$ cat src/hdl/brse_defines.vh
// Constants shared by the boolean rung stack evaluator
`ifndef BRSE_DEFINES_VH
`define BRSE_DEFINES_VH
// Opcode field of the instruction word
`define BRSE_OP_W 4
`define BRSE_OP_NOP 4'h0
`define BRSE_OP_LD_OPEN 4'h1
`define BRSE_OP_LD_CLOSED 4'h2
`define BRSE_OP_SER 4'h3
`define BRSE_OP_SER_NOT 4'h4
`define BRSE_OP_PAR 4'h5
`define BRSE_OP_PAR_NOT 4'h6
`define BRSE_OP_PAR_MERGE 4'h7
`define BRSE_OP_SER_MERGE 4'h8
`define BRSE_OP_COIL 4'h9
`define BRSE_OP_CMP 4'hA
`define BRSE_OP_IMM_LD 4'hB
`define BRSE_OP_IMM_SER 4'hC
`define BRSE_OP_IMM_PAR 4'hD
`define BRSE_OP_IMM_COIL 4'hE
`define BRSE_OP_END 4'hF
// Modifier field: bit 0 inverts an immediate contact, bits 1:0 pick a relation
`define BRSE_MOD_W 2
`define BRSE_REL_EQ 2'h0
`define BRSE_REL_NE 2'h1
`define BRSE_REL_GE 2'h2
`define BRSE_REL_LT 2'h3
// Point addressing and image size
`define BRSE_ADDR_W 6
`define BRSE_POINTS 64
// Boolean stack depth
`define BRSE_DEPTH 8
`define BRSE_DEPTH_W 4
// Comparison operands, four BCD digits
`define BRSE_VAL_W 16
// Physical point access latency
`define BRSE_IMM_NS 100
`define BRSE_CLK_NS 25
`define BRSE_IMM_CYC ((`BRSE_IMM_NS + `BRSE_CLK_NS - 1) / `BRSE_CLK_NS)
`define BRSE_WAIT_W 4
`endif

$ cat src/hdl/brse_evaluator.v
// Boolean rung stack evaluator: contact logic, stack, coils, immediate I/O
`timescale 1ns/1ps
`default_nettype none
`include "brse_defines.vh"
module brse_evaluator (
   input wire clock_i,
   input wire srst_i,
   input wire scan_start_i,
   input wire instr_valid_i,
   input wire [`BRSE_OP_W-1:0] instr_op_i,
   input wire [`BRSE_MOD_W-1:0] instr_mod_i,
   input wire [`BRSE_ADDR_W-1:0] instr_addr_i,
   input wire rung_start_i,
   input wire [`BRSE_VAL_W-1:0] cmp_a_i,
   input wire [`BRSE_VAL_W-1:0] cmp_b_i,
   input wire [`BRSE_POINTS-1:0] field_in_i,
   output wire instr_ready_o,
   output reg [`BRSE_POINTS-1:0] field_out_o,
   output reg imm_out_we_o,
   output reg [`BRSE_ADDR_W-1:0] imm_out_addr_o,
   output reg imm_out_data_o,
   output reg imm_in_rd_o,
   output reg [`BRSE_ADDR_W-1:0] imm_in_addr_o,
   output reg rung_result_o,
   output reg stack_error_o,
   output reg scan_done_o,
   output reg executing_o
);
   // Scan phases
   localparam [2:0] ST_IDLE = 3'h0;
   localparam [2:0] ST_INPUT = 3'h1;
   localparam [2:0] ST_EXEC = 3'h2;
   localparam [2:0] ST_FETCH = 3'h3;
   localparam [2:0] ST_IMM = 3'h4;
   localparam [2:0] ST_OUTPUT = 3'h5;
   localparam integer IMM_CYC_I = `BRSE_IMM_CYC;
   localparam integer DEPTH_I = `BRSE_DEPTH;
   localparam [`BRSE_WAIT_W-1:0] IMM_WAIT = IMM_CYC_I[`BRSE_WAIT_W-1:0];
   localparam [`BRSE_DEPTH_W-1:0] DEPTH_MAX = DEPTH_I[`BRSE_DEPTH_W-1:0];
   localparam [`BRSE_DEPTH_W-1:0] DEPTH_ONE = 4'h1;

   reg [2:0] state;
   reg [2:0] next_state;
   reg [`BRSE_DEPTH-1:0] stack;
   reg [`BRSE_DEPTH_W-1:0] depth;
   reg [`BRSE_WAIT_W-1:0] wait_cnt;
   reg [`BRSE_OP_W-1:0] held_op;
   reg [`BRSE_MOD_W-1:0] held_mod;
   reg [`BRSE_ADDR_W-1:0] held_addr;
   reg held_rung;
   wire img_bit;
   wire [`BRSE_ADDR_W-1:0] img_rd_addr;
   wire [`BRSE_POINTS-1:0] img_all;
   reg img_load;
   reg img_we;
   reg img_wd;

   // Applies a contact to the stack top by opcode class
   function [`BRSE_DEPTH-1:0] apply_contact;
      input [`BRSE_DEPTH-1:0] stk;
      input [1:0] how;
      input c;
      begin
         apply_contact = stk;
         case (how)
            2'h0: apply_contact = {stk[`BRSE_DEPTH-2:0], c};
            2'h1: apply_contact[0] = stk[0] & c;
            2'h2: apply_contact[0] = stk[0] | c;
            default: apply_contact = stk;
         endcase
      end
   endfunction

   // Relation of two BCD values; plain binary order matches BCD order
   function compare_rel;
      input [`BRSE_MOD_W-1:0] rel;
      input [`BRSE_VAL_W-1:0] a;
      input [`BRSE_VAL_W-1:0] b;
      begin
         case (rel)
            `BRSE_REL_EQ: compare_rel = (a == b);
            `BRSE_REL_NE: compare_rel = (a != b);
            `BRSE_REL_GE: compare_rel = (a >= b);
            default: compare_rel = (a < b);
         endcase
      end
   endfunction

   // Address the image at the take edge so the bit is ready during fetch
   assign img_rd_addr = (state == ST_EXEC) ? instr_addr_i : held_addr;

   // Image read data stands in the fetch cycle after the take
   brse_image u_image (
      .clock_i(clock_i),
      .srst_i(srst_i),
      .load_all_i(img_load),
      .load_data_i(field_in_i),
      .wr_en_i(img_we),
      .wr_addr_i(held_addr),
      .wr_data_i(img_wd),
      .rd_addr_i(img_rd_addr),
      .rd_data_o(img_bit),
      .all_o(img_all)
   );

   // Instructions are accepted only while executing and not stalled
   assign instr_ready_o = (state == ST_EXEC);

   // Next phase of the scan
   always @* begin
      next_state = state;
      case (state)
         ST_IDLE: if (scan_start_i) next_state = ST_INPUT;
         ST_INPUT: next_state = ST_EXEC;
         ST_EXEC: begin
            if (instr_valid_i) begin
               if (instr_op_i == `BRSE_OP_END) begin
                  next_state = ST_OUTPUT;
               end else if (instr_op_i >= `BRSE_OP_IMM_LD) begin
                  next_state = ST_IMM;
               end else begin
                  next_state = ST_FETCH;
               end
            end
         end
         ST_FETCH: next_state = ST_EXEC;
         ST_IMM: if (wait_cnt == IMM_WAIT) next_state = ST_EXEC;
         ST_OUTPUT: next_state = ST_IDLE;
         default: next_state = ST_IDLE;
      endcase
   end

   // Image writes: bulk load at input update, coil writes at completion
   always @* begin
      img_load = (state == ST_INPUT);
      img_we = 1'b0;
      img_wd = stack[0];
      if (state == ST_FETCH && held_op == `BRSE_OP_COIL) begin
         img_we = 1'b1;
      end
      if (state == ST_IMM && wait_cnt == IMM_WAIT &&
          held_op == `BRSE_OP_IMM_COIL) begin
         img_we = 1'b1;
      end
   end

   // Scan sequencing, stack and physical access
   always @(posedge clock_i) begin
      if (srst_i) begin
         state <= ST_IDLE;
         stack <= {`BRSE_DEPTH{1'b0}};
         depth <= {`BRSE_DEPTH_W{1'b0}};
         wait_cnt <= {`BRSE_WAIT_W{1'b0}};
         held_op <= `BRSE_OP_NOP;
         held_mod <= {`BRSE_MOD_W{1'b0}};
         held_addr <= {`BRSE_ADDR_W{1'b0}};
         held_rung <= 1'b0;
         field_out_o <= {`BRSE_POINTS{1'b0}};
         imm_out_we_o <= 1'b0;
         imm_out_addr_o <= {`BRSE_ADDR_W{1'b0}};
         imm_out_data_o <= 1'b0;
         imm_in_rd_o <= 1'b0;
         imm_in_addr_o <= {`BRSE_ADDR_W{1'b0}};
         rung_result_o <= 1'b0;
         stack_error_o <= 1'b0;
         scan_done_o <= 1'b0;
         executing_o <= 1'b0;
      end else begin
         state <= next_state;
         scan_done_o <= 1'b0;
         imm_out_we_o <= 1'b0;
         imm_in_rd_o <= 1'b0;
         executing_o <= (next_state == ST_EXEC) ||
                        (next_state == ST_FETCH) || (next_state == ST_IMM);
         rung_result_o <= stack[0];
         case (state)
            ST_IDLE: begin
               if (scan_start_i) begin
                  stack <= {`BRSE_DEPTH{1'b0}};
                  depth <= {`BRSE_DEPTH_W{1'b0}};
                  stack_error_o <= 1'b0;
               end
            end
            ST_EXEC: begin
               if (instr_valid_i) begin
                  held_op <= instr_op_i;
                  held_mod <= instr_mod_i;
                  held_addr <= instr_addr_i;
                  held_rung <= rung_start_i;
                  wait_cnt <= {`BRSE_WAIT_W{1'b0}};
                  if (instr_op_i >= `BRSE_OP_IMM_LD &&
                      instr_op_i != `BRSE_OP_END) begin
                     // Strobe every time; no cached value is reused
                     if (instr_op_i == `BRSE_OP_IMM_COIL) begin
                        imm_out_we_o <= 1'b1;
                        imm_out_addr_o <= instr_addr_i;
                        imm_out_data_o <= stack[0];
                     end else begin
                        imm_in_rd_o <= 1'b1;
                        imm_in_addr_o <= instr_addr_i;
                     end
                  end
               end
            end
            ST_FETCH: begin
               case (held_op)
                  `BRSE_OP_LD_OPEN, `BRSE_OP_LD_CLOSED, `BRSE_OP_CMP: begin
                     if (held_rung) begin
                        // Fresh rung: only the new entry remains
                        stack <= {{(`BRSE_DEPTH-1){1'b0}},
                                  (held_op == `BRSE_OP_CMP) ?
                                  compare_rel(held_mod, cmp_a_i, cmp_b_i) :
                                  (img_bit ^ (held_op ==
                                  `BRSE_OP_LD_CLOSED))};
                        depth <= DEPTH_ONE;
                     end else begin
                        if (depth == DEPTH_MAX) begin
                           stack_error_o <= 1'b1;
                        end else begin
                           depth <= depth + DEPTH_ONE;
                        end
                        stack <= apply_contact(stack, 2'h0,
                           (held_op == `BRSE_OP_CMP) ?
                           compare_rel(held_mod, cmp_a_i, cmp_b_i) :
                           (img_bit ^ (held_op ==
                           `BRSE_OP_LD_CLOSED)));
                     end
                  end
                  `BRSE_OP_SER: stack <= apply_contact(stack, 2'h1,
                                                       img_bit);
                  `BRSE_OP_SER_NOT: stack <= apply_contact(stack, 2'h1,
                                                           ~img_bit);
                  `BRSE_OP_PAR: stack <= apply_contact(stack, 2'h2,
                                                       img_bit);
                  `BRSE_OP_PAR_NOT: stack <= apply_contact(stack, 2'h2,
                                                           ~img_bit);
                  `BRSE_OP_PAR_MERGE, `BRSE_OP_SER_MERGE: begin
                     // Flags a stack error unless both branches have been loaded
                     if (depth > DEPTH_ONE) begin
                        stack <= {1'b0, stack[`BRSE_DEPTH-1:2],
                           (held_op == `BRSE_OP_PAR_MERGE) ?
                           (stack[0] | stack[1]) :
                           (stack[0] & stack[1])};
                        depth <= depth - DEPTH_ONE;
                     end else begin
                        stack_error_o <= 1'b1;
                     end
                  end
                  // Coil leaves the stack untouched for midline use
                  `BRSE_OP_COIL: stack <= stack;
                  default: stack <= stack;
               endcase
            end
            ST_IMM: begin
               wait_cnt <= wait_cnt + 4'h1;
               if (wait_cnt == IMM_WAIT) begin
                  // Physical value used for this one step only
                  case (held_op)
                     `BRSE_OP_IMM_LD: begin
                        if (depth == DEPTH_MAX) begin
                           stack_error_o <= 1'b1;
                        end else begin
                           depth <= depth + DEPTH_ONE;
                        end
                        stack <= apply_contact(stack, 2'h0,
                           field_in_i[held_addr] ^ held_mod[0]);
                     end
                     `BRSE_OP_IMM_SER: stack <= apply_contact(stack, 2'h1,
                        field_in_i[held_addr] ^ held_mod[0]);
                     `BRSE_OP_IMM_PAR: stack <= apply_contact(stack, 2'h2,
                        field_in_i[held_addr] ^ held_mod[0]);
                     default: stack <= stack;
                  endcase
               end
            end
            ST_OUTPUT: begin
               field_out_o <= img_all;
               scan_done_o <= 1'b1;
            end
            default: stack <= stack;
         endcase
      end
   end
endmodule // brse_evaluator
`default_nettype wire

$ cat src/hdl/brse_image.v
// Image register: one bit per point, registered read port
`timescale 1ns/1ps
`default_nettype none
`include "brse_defines.vh"
module brse_image (
   input wire clock_i,
   input wire srst_i,
   input wire load_all_i,
   input wire [`BRSE_POINTS-1:0] load_data_i,
   input wire wr_en_i,
   input wire [`BRSE_ADDR_W-1:0] wr_addr_i,
   input wire wr_data_i,
   input wire [`BRSE_ADDR_W-1:0] rd_addr_i,
   output reg rd_data_o,
   output wire [`BRSE_POINTS-1:0] all_o
);
   reg [`BRSE_POINTS-1:0] bits;
   assign all_o = bits;
   // Bulk load is the input update; single writes come from coils
   always @(posedge clock_i) begin
      if (srst_i) begin
         bits <= {`BRSE_POINTS{1'b0}};
         rd_data_o <= 1'b0;
      end else begin
         if (load_all_i) begin
            bits <= load_data_i;
         end else if (wr_en_i) begin
            bits[wr_addr_i] <= wr_data_i;
         end
         rd_data_o <= bits[rd_addr_i];
      end
   end
endmodule // brse_image
`default_nettype wire

$ cat config.mk
export PLATFORM = sky130hd
export DESIGN_NAME = brse_evaluator
export DESIGN_NICKNAME = d
export VERILOG_FILES = /design/src/hdl/brse_evaluator.v /design/src/hdl/brse_image.v
export VERILOG_INCLUDE_DIRS = /design/src /design/src/hdl
export SDC_FILE = /design/constraint.sdc
export NUM_CORES = 1
export LEC_CHECK = 0
export BUFFER_PORTS_ARGS = -buffer_cell sky130_fd_sc_hd__buf_2
export CELL_PAD_IN_SITES_DETAIL_PLACEMENT = 1
export CELL_PAD_IN_SITES_GLOBAL_PLACEMENT = 1
export CORE_ASPECT_RATIO = 1.4
export CORE_MARGIN = 2
export CORE_UTILIZATION = 44
export CTS_BUF_LIST = sky130_fd_sc_hd__clkbuf_16
export CTS_CLUSTER_DIAMETER = 40
export DETAILED_ROUTE_END_ITERATION = 7
export PLACE_DENSITY_LB_ADDON = 0.1
export SLEW_MARGIN = 20
export SYNTH_ARGS = -nofsm -noshare
export SYNTH_HDL_FRONTEND = slang
export SYNTH_SLANG_ARGS = --single-unit
$ cat constraint.sdc
create_clock -name clock_i -period 5.1 [get_ports clock_i]
set_clock_uncertainty 0.05 [all_clocks]
set_input_delay 0.765 -clock clock_i [delete_from_list [all_inputs] [get_ports clock_i]]
set_output_delay 0.765 -clock clock_i [all_outputs]
set_load 0.01 [all_outputs]
==> flow_metrics.tcl, run 1 <==
set metrics [dict create \
    drc 0 \
    cts_root_buf "clkbuf_16" \
    wirelength_um 37190 \
    dr.pass1.iters 5 \
    die-area_sq_um 24630 \
    end_kind "flip-flop" \
    async_flop_share_pct 0 \
    p_sw_uw 983.8 \
    synth_cell_types 61 \
    finalCriticalPeriod_ps 3257 \
    synthAdderAreaFrac_pct 2.677 \
    cts-buffers-inserted 17 \
    postCtsSetupBuffers 0 \
    clk_latency_ps 450 \
    antenna_found_initial 1 \
    criticalPathCategory "flip-flop to flip-flop" \
    crit_fanout 14 \
    synth_ff_type "dfxtp_1" \
    arrival_ps 3600 \
    die_h_um 184.9 \
    htreeDepth 4 \
    design_area_sq_um 11930 \
    cts-hold-fix-buffers 0 \
    synth-compound-area-share_pct 22.29 \
    power.density_nw_per_um2 282.8 \
    clock.fmax_mhz 307.0 \
    final_layout_size_suffix_gt1_share_pct 18.41 \
    cap_viol_max_count 0 \
    synth_fp_nets 1501 \
    slew_violations 0 \
    finalWeightedCongestion 0.9258 \
    antennaDiodeCount 0 \
    synthXorXnorAreaFrac_pct 0.2555 \
    num_vias 10730 \
    synth_edf_count 0 \
    cp_data_required_time_ps 5450 \
    grt_max_degree 129 \
    pwr-share-comb_pct 14.8 \
    multi_input_comb_area_sq_um 6165 \
    io_buffers 196 \
    avgRoutedWirePerCell_um 20.73 \
    fp.coreArea_sq_um 23120 \
    rsz0062_at_grt "false" \
    grt_first_pass_wirelength_um 57610 \
    yosys.area_share.simple_pct 21.72 \
    synthCells 1366 \
    setup_viol 0 \
    nets 1610 \
    synth.area.top_cells "dfxtp_1 (35%), mux2i_1 (9.6%), nand2_1 (9.1%)" \
    cts_sinks 180 \
    global_route.usage.total_pct 29.86 \
    hpwl_um 26080 \
    tritoncts "done" \
    cts_resized 0 \
    intPower_mw 2.390 \
    netlist_area_sq_um 10280 \
    peakVddDrop_v 0.0002584 \
    grt_pass1_vias 10520 \
    start_util_pct 44.48 \
    final_common_cell "nand2_1" \
    worst_pin_slew_ps 1086 \
    worstSetupStartpointType "flip-flop" \
    syn_area_per_cell_sq_um 7.528 \
    clk_transition_reported_paths_ps 70 \
    synth_top_area_share_pct 35.04 \
    die_w_um 133.2 \
    hold_class "flip-flop to flip-flop" \
    ys_ff_latch 180 \
    sw_frac_of_total_pct 29.16 \
    clk_path_buf_depth 2 \
    power.share.clock_pct 41.4 \
    outcome "finished, final reports clean" \
    seq_power_share_pct 43.8 \
    synth_top_family_by_area "compound AO/OA/AOI/OAI gates" \
    synth_top_area_cell "dfxtp_1" \
    synth_warnings 0 \
    layout_common_cells "nand2_1 (250), buf_2 (195), dfxtp_1 (180), a21oi_1 (167), nor2_1 (159)" \
    p_leak_nw 4.709 \
    via_per_inst 5.981 \
    drtIter0Drc 604 \
    io_pins 197 \
    finalHoldViolations 0 \
    core.rowCount 66 \
    n_fill_cell 2968 \
    power_mw 3.374 \
    grt_overflow 0 \
    fin_crit_sh_pct 63.87 \
    dpl_cell_area_sq_um 11310 \
    slew_headroom_pct 27.45 \
    area.sequential_sq_um 3603 \
    ys_seq_area_share_pct 35.04 \
    area_growth_pct 16.00 \
    synthMuxAreaShare_pct 12.52 \
    ant_nets 0 \
    fin_setup_tns_ps 0 \
]
## per-layer routing
metal	wire length [um]	global-route usage, %	share of wire (%)	vias to the layer above
li1	-	-	-	5034
met1	15080	34.53	41	5273
met2	18750	54.34	50	335
met3	1790	4.461	4.8	88
met4	1563	13.57	4.2	0
met5	0	0	0	-
## synthesized netlist by cell type, types with 3 or more instances
| cell | count |
|---|---|
| nor3_1 | 14 |
| inv_1 | 25 |
| and3_1 | 3 |
| nand4b_1 | 4 |
| or2_2 | 6 |
| o211ai_1 | 6 |
| a22oi_1 | 12 |
| nand4_1 | 13 |
| o21bai_1 | 28 |
| o22ai_1 | 3 |
| and2_1 | 3 |
| a21oi_1 | 168 |
| nand3_1 | 19 |
| nand2b_1 | 7 |
| nand2_1 | 250 |
| mux2i_1 | 99 |
| a31oi_1 | 5 |
| buf_1 | 5 |
| nor4_1 | 8 |
| or3_1 | 6 |
| a311oi_1 | 30 |
| mux4_2 | 8 |
| nor2_1 | 160 |
| nor3b_1 | 3 |
| mux2_2 | 9 |
| and3b_1 | 3 |
| nor2b_1 | 8 |
| ha_1 | 22 |
| clkbuf_1 | 102 |
| a32oi_1 | 4 |
| dfxtp_1 | 180 |
| nand3b_1 | 7 |
| a41oi_1 | 3 |
| buf_2 | 4 |
| a211oi_1 | 9 |
| o21ai_0 | 90 |
| o41ai_1 | 4 |
## per-stage QoR
stage	cells	hold slack (ps)	utilization (%)	setup slack, ps
2_1_floorplan	1366	393.8	-	2410
3_3_place_gp	1762	390.3	48.88	1996
3_5_place_dp	1762	394.9	48.91	1892
4_1_cts	1794	404.3	51.53	1872
5_1_grt	1794	420.7	51.59	1627
6_report	1794	400.4	51.59	1843
## power groups by stage
stage	combinational (mW)	clock (mW)	sequential (mW)
after global routing	0.546	1.47	1.48
after floorplan	0.351	0	1.48
after global placement	0.478	0	1.51
after detailed placement	0.489	0	1.51
after CTS	0.492	1.41	1.48
final	0.500	1.40	1.48
## path summary, 6_finish.rpt
check	startpoint	to	slack, ps	cells past startpoint
worst max-delay path	state[1]	u_image.rd_data_o	1840	7
worst min-delay path	field_out_o[1]	field_out_o[1]	400	2
worst max register to register	state[1]	u_image.rd_data_o	1840	7
worst min register to register	field_out_o[1]	field_out_o[1]	400	2
## flip-flops by register name, summed over array words and instances (netlist names), 4 cells and up
| signal | flops |
|---|---|
| field_out_o | 64 |
| imm_out_addr_o | 6 |
| depth | 4 |
| held_addr | 6 |
| wait_cnt | 4 |
| u_image.all_o | 64 |
| imm_in_addr_o | 6 |
| held_op | 4 |
| stack | 8 |
## worst max-delay path, cell delays in order (launching register included)
cell and delay, ps:
dfxtp_1 650, or3b_1 560, clkinv_4 190, mux2i_1 630
mux4_2 580, or3_1 320, nand4_1 100, o21a_1 110
## area by class of cell
cell class                 instances  share of cell area [%]
clock inverter                    15                   1.500
timing repair buffer             205                   8.947
tap                              306                   3.210
clock buffer                      17                   3.566
multi-input combinational       1044                   51.68
inverter                          27                  0.8915
sequential                       180                   30.21
## cells by family after synthesis
group,Yosys count
mux,117
fa+ha+maj,22
flops,180
xor+xnor,3
buf+inv,142
compound gates,382
simple gates,520
(Power assumes the default switching activity.)
==> run 2, diff against run 1 <==
- CORE_UTILIZATION: 44 -> 37
- clock period: 5.1 -> 2.9 ns (I/O delays scaled with it)
==> run 2 against run 1 <==
Clock power up 65%. Cell area up 3.8%. Core utilization down 6.5 points. Global-route usage down 3.0 points. Sequential cell count unchanged. Sequential share of layout area down 1.1 points. Power up 74%. Setup slack worse by 1600 ps. Fmax up 21%. Non-clock buffer count up 49.
==> flow_metrics.tcl, run 2 (synthesis gave the netlist of run 1 again) <==
set metrics [dict create \
    nets 1659 \
    core.rowCount 72 \
    hold_class "input pin to flip-flop" \
    finalHoldViolations 0 \
    area_growth_pct 20.46 \
    cts_resized 0 \
    grt_first_pass_wirelength_um 61780 \
    finalCriticalPeriod_ps 2691 \
    grt_pass1_vias 10820 \
    io_pins 197 \
    clk_path_buf_depth 2 \
    rsz0062_at_grt "false" \
    grt_overflow 0 \
    io_buffers 196 \
    cts_sinks 180 \
    power.density_nw_per_um2 473.2 \
    worstSetupStartpointType "flip-flop" \
    cts_root_buf "clkbuf_16" \
    avgRoutedWirePerCell_um 20.83 \
    wirelength_um 39730 \
    slew_headroom_pct 50.48 \
    fp.coreArea_sq_um 27480 \
    finalWeightedCongestion 0.9057 \
    outcome "finished, final reports clean" \
    tritoncts "done" \
    grt_max_degree 129 \
    num_vias 10810 \
    p_leak_nw 4.945 \
    postCtsSetupBuffers 0 \
    fin_setup_tns_ps 0 \
    worst_pin_slew_ps 741.8 \
    layout_common_cells "nand2_1 (250), buf_2 (195), dfxtp_1 (179), a21oi_1 (167), nor2_1 (159)" \
    ant_nets 0 \
    via_per_inst 5.670 \
    crit_fanout 10 \
    global_route.usage.total_pct 26.89 \
    die_h_um 201.3 \
    final_common_cell "nand2_1" \
    cts-hold-fix-buffers 0 \
    drc 0 \
    start_util_pct 37.43 \
    slew_violations 0 \
    fin_crit_sh_pct 92.78 \
    antenna_found_initial 1 \
    arrival_ps 3030 \
    clk_latency_ps 450 \
    die-area_sq_um 29160 \
    criticalPathCategory "flip-flop to flip-flop" \
    dr.pass1.iters 5 \
    htreeDepth 4 \
    peakVddDrop_v 0.0004263 \
    final_layout_size_suffix_gt1_share_pct 20.75 \
    clock.fmax_mhz 371.6 \
    drtIter0Drc 615 \
    die_w_um 144.9 \
    clk_transition_reported_paths_ps 70 \
    hpwl_um 28820 \
    end_kind "flip-flop" \
    power_mw 5.862 \
    cts-buffers-inserted 17 \
    setup_viol 0 \
    antennaDiodeCount 0 \
    cap_viol_max_count 0 \
    cp_data_required_time_ps 3240 \
]
run 2: cell types whose count changed in the layout (fill, tap and decap cells not counted), sizes merged:
cell      delta
inv          -2
bufinv       -1
clkinvlp     -3
clkinv       +6
buf         +49
run 2: power breakdown:
| group | internal (mW) | total, mW | switching (mW) |
|---|---|---|---|
| clock network | 1.26 | 2.31 | 1.05 |
| logic | 0.374 | 0.967 | 0.593 |
| registers | 2.52 | 2.59 | 0.0673 |
run 2: critical path, cell delays in order, from the launching register on:
cell and delay, ps:
dfxtp_1 310, or3b_1 460, clkinv_4 150, mux2_4 400, mux2i_1 140, mux4_2 500, or3_1 360, nand4_1 160
o21a_1 120
run 2: stage by stage:
step	instances	setup WS (ps)	instance area, sq um	hold slack (ps)	utilization [%]
after global placement	1875	172.6	11830	390.1	43.04
after CTS	1907	202.2	12390	167.9	45.09
after floorplan	1366	261.9	10280	393.8	-
after detailed placement	1875	141.8	11830	396.5	43.04
after global routing	1907	120.1	12390	177.9	45.09
final	1907	209.3	12390	176.1	45.09
run 2: worst paths after layout:
| check | startpoint | cells past startpoint | end | slack (ps) |
|---|---|---|---|---|
| setup reg to reg | state[0] | 8 | u_image.rd_data_o | 210 |
| setup / recovery | state[0] | 8 | u_image.rd_data_o | 210 |
| hold reg to reg | field_out_o[58] | 2 | field_out_o[58] | 400 |
| hold / removal | rung_start_i | 3 | held_rung | 180 |
run 2: layout make-up:
| type | instances | area (sq um) |
|---|---|---|
| fillers | 3487 | 15090 |
| well taps | 370 | 462.9 |
| multi-input cells | 1044 | 6146 |
| clock buffers | 17 | 425.4 |
| repair buffers | 254 | 1506 |
| clock inverters | 15 | 136.4 |
| flip-flops and latches | 180 | 3605 |
| inverters | 27 | 106.4 |
run 2: layer usage:
layer	vias to the layer above	routed length (um)	share of wire (%)	global-route usage, %
li1	5117	-	-	-
met1	5295	16260	41	31.78
met2	316	20090	51	47.89
met3	83	1885	4.7	4.921
met4	2	1478	3.7	10.93
met5	-	13	0.033	0
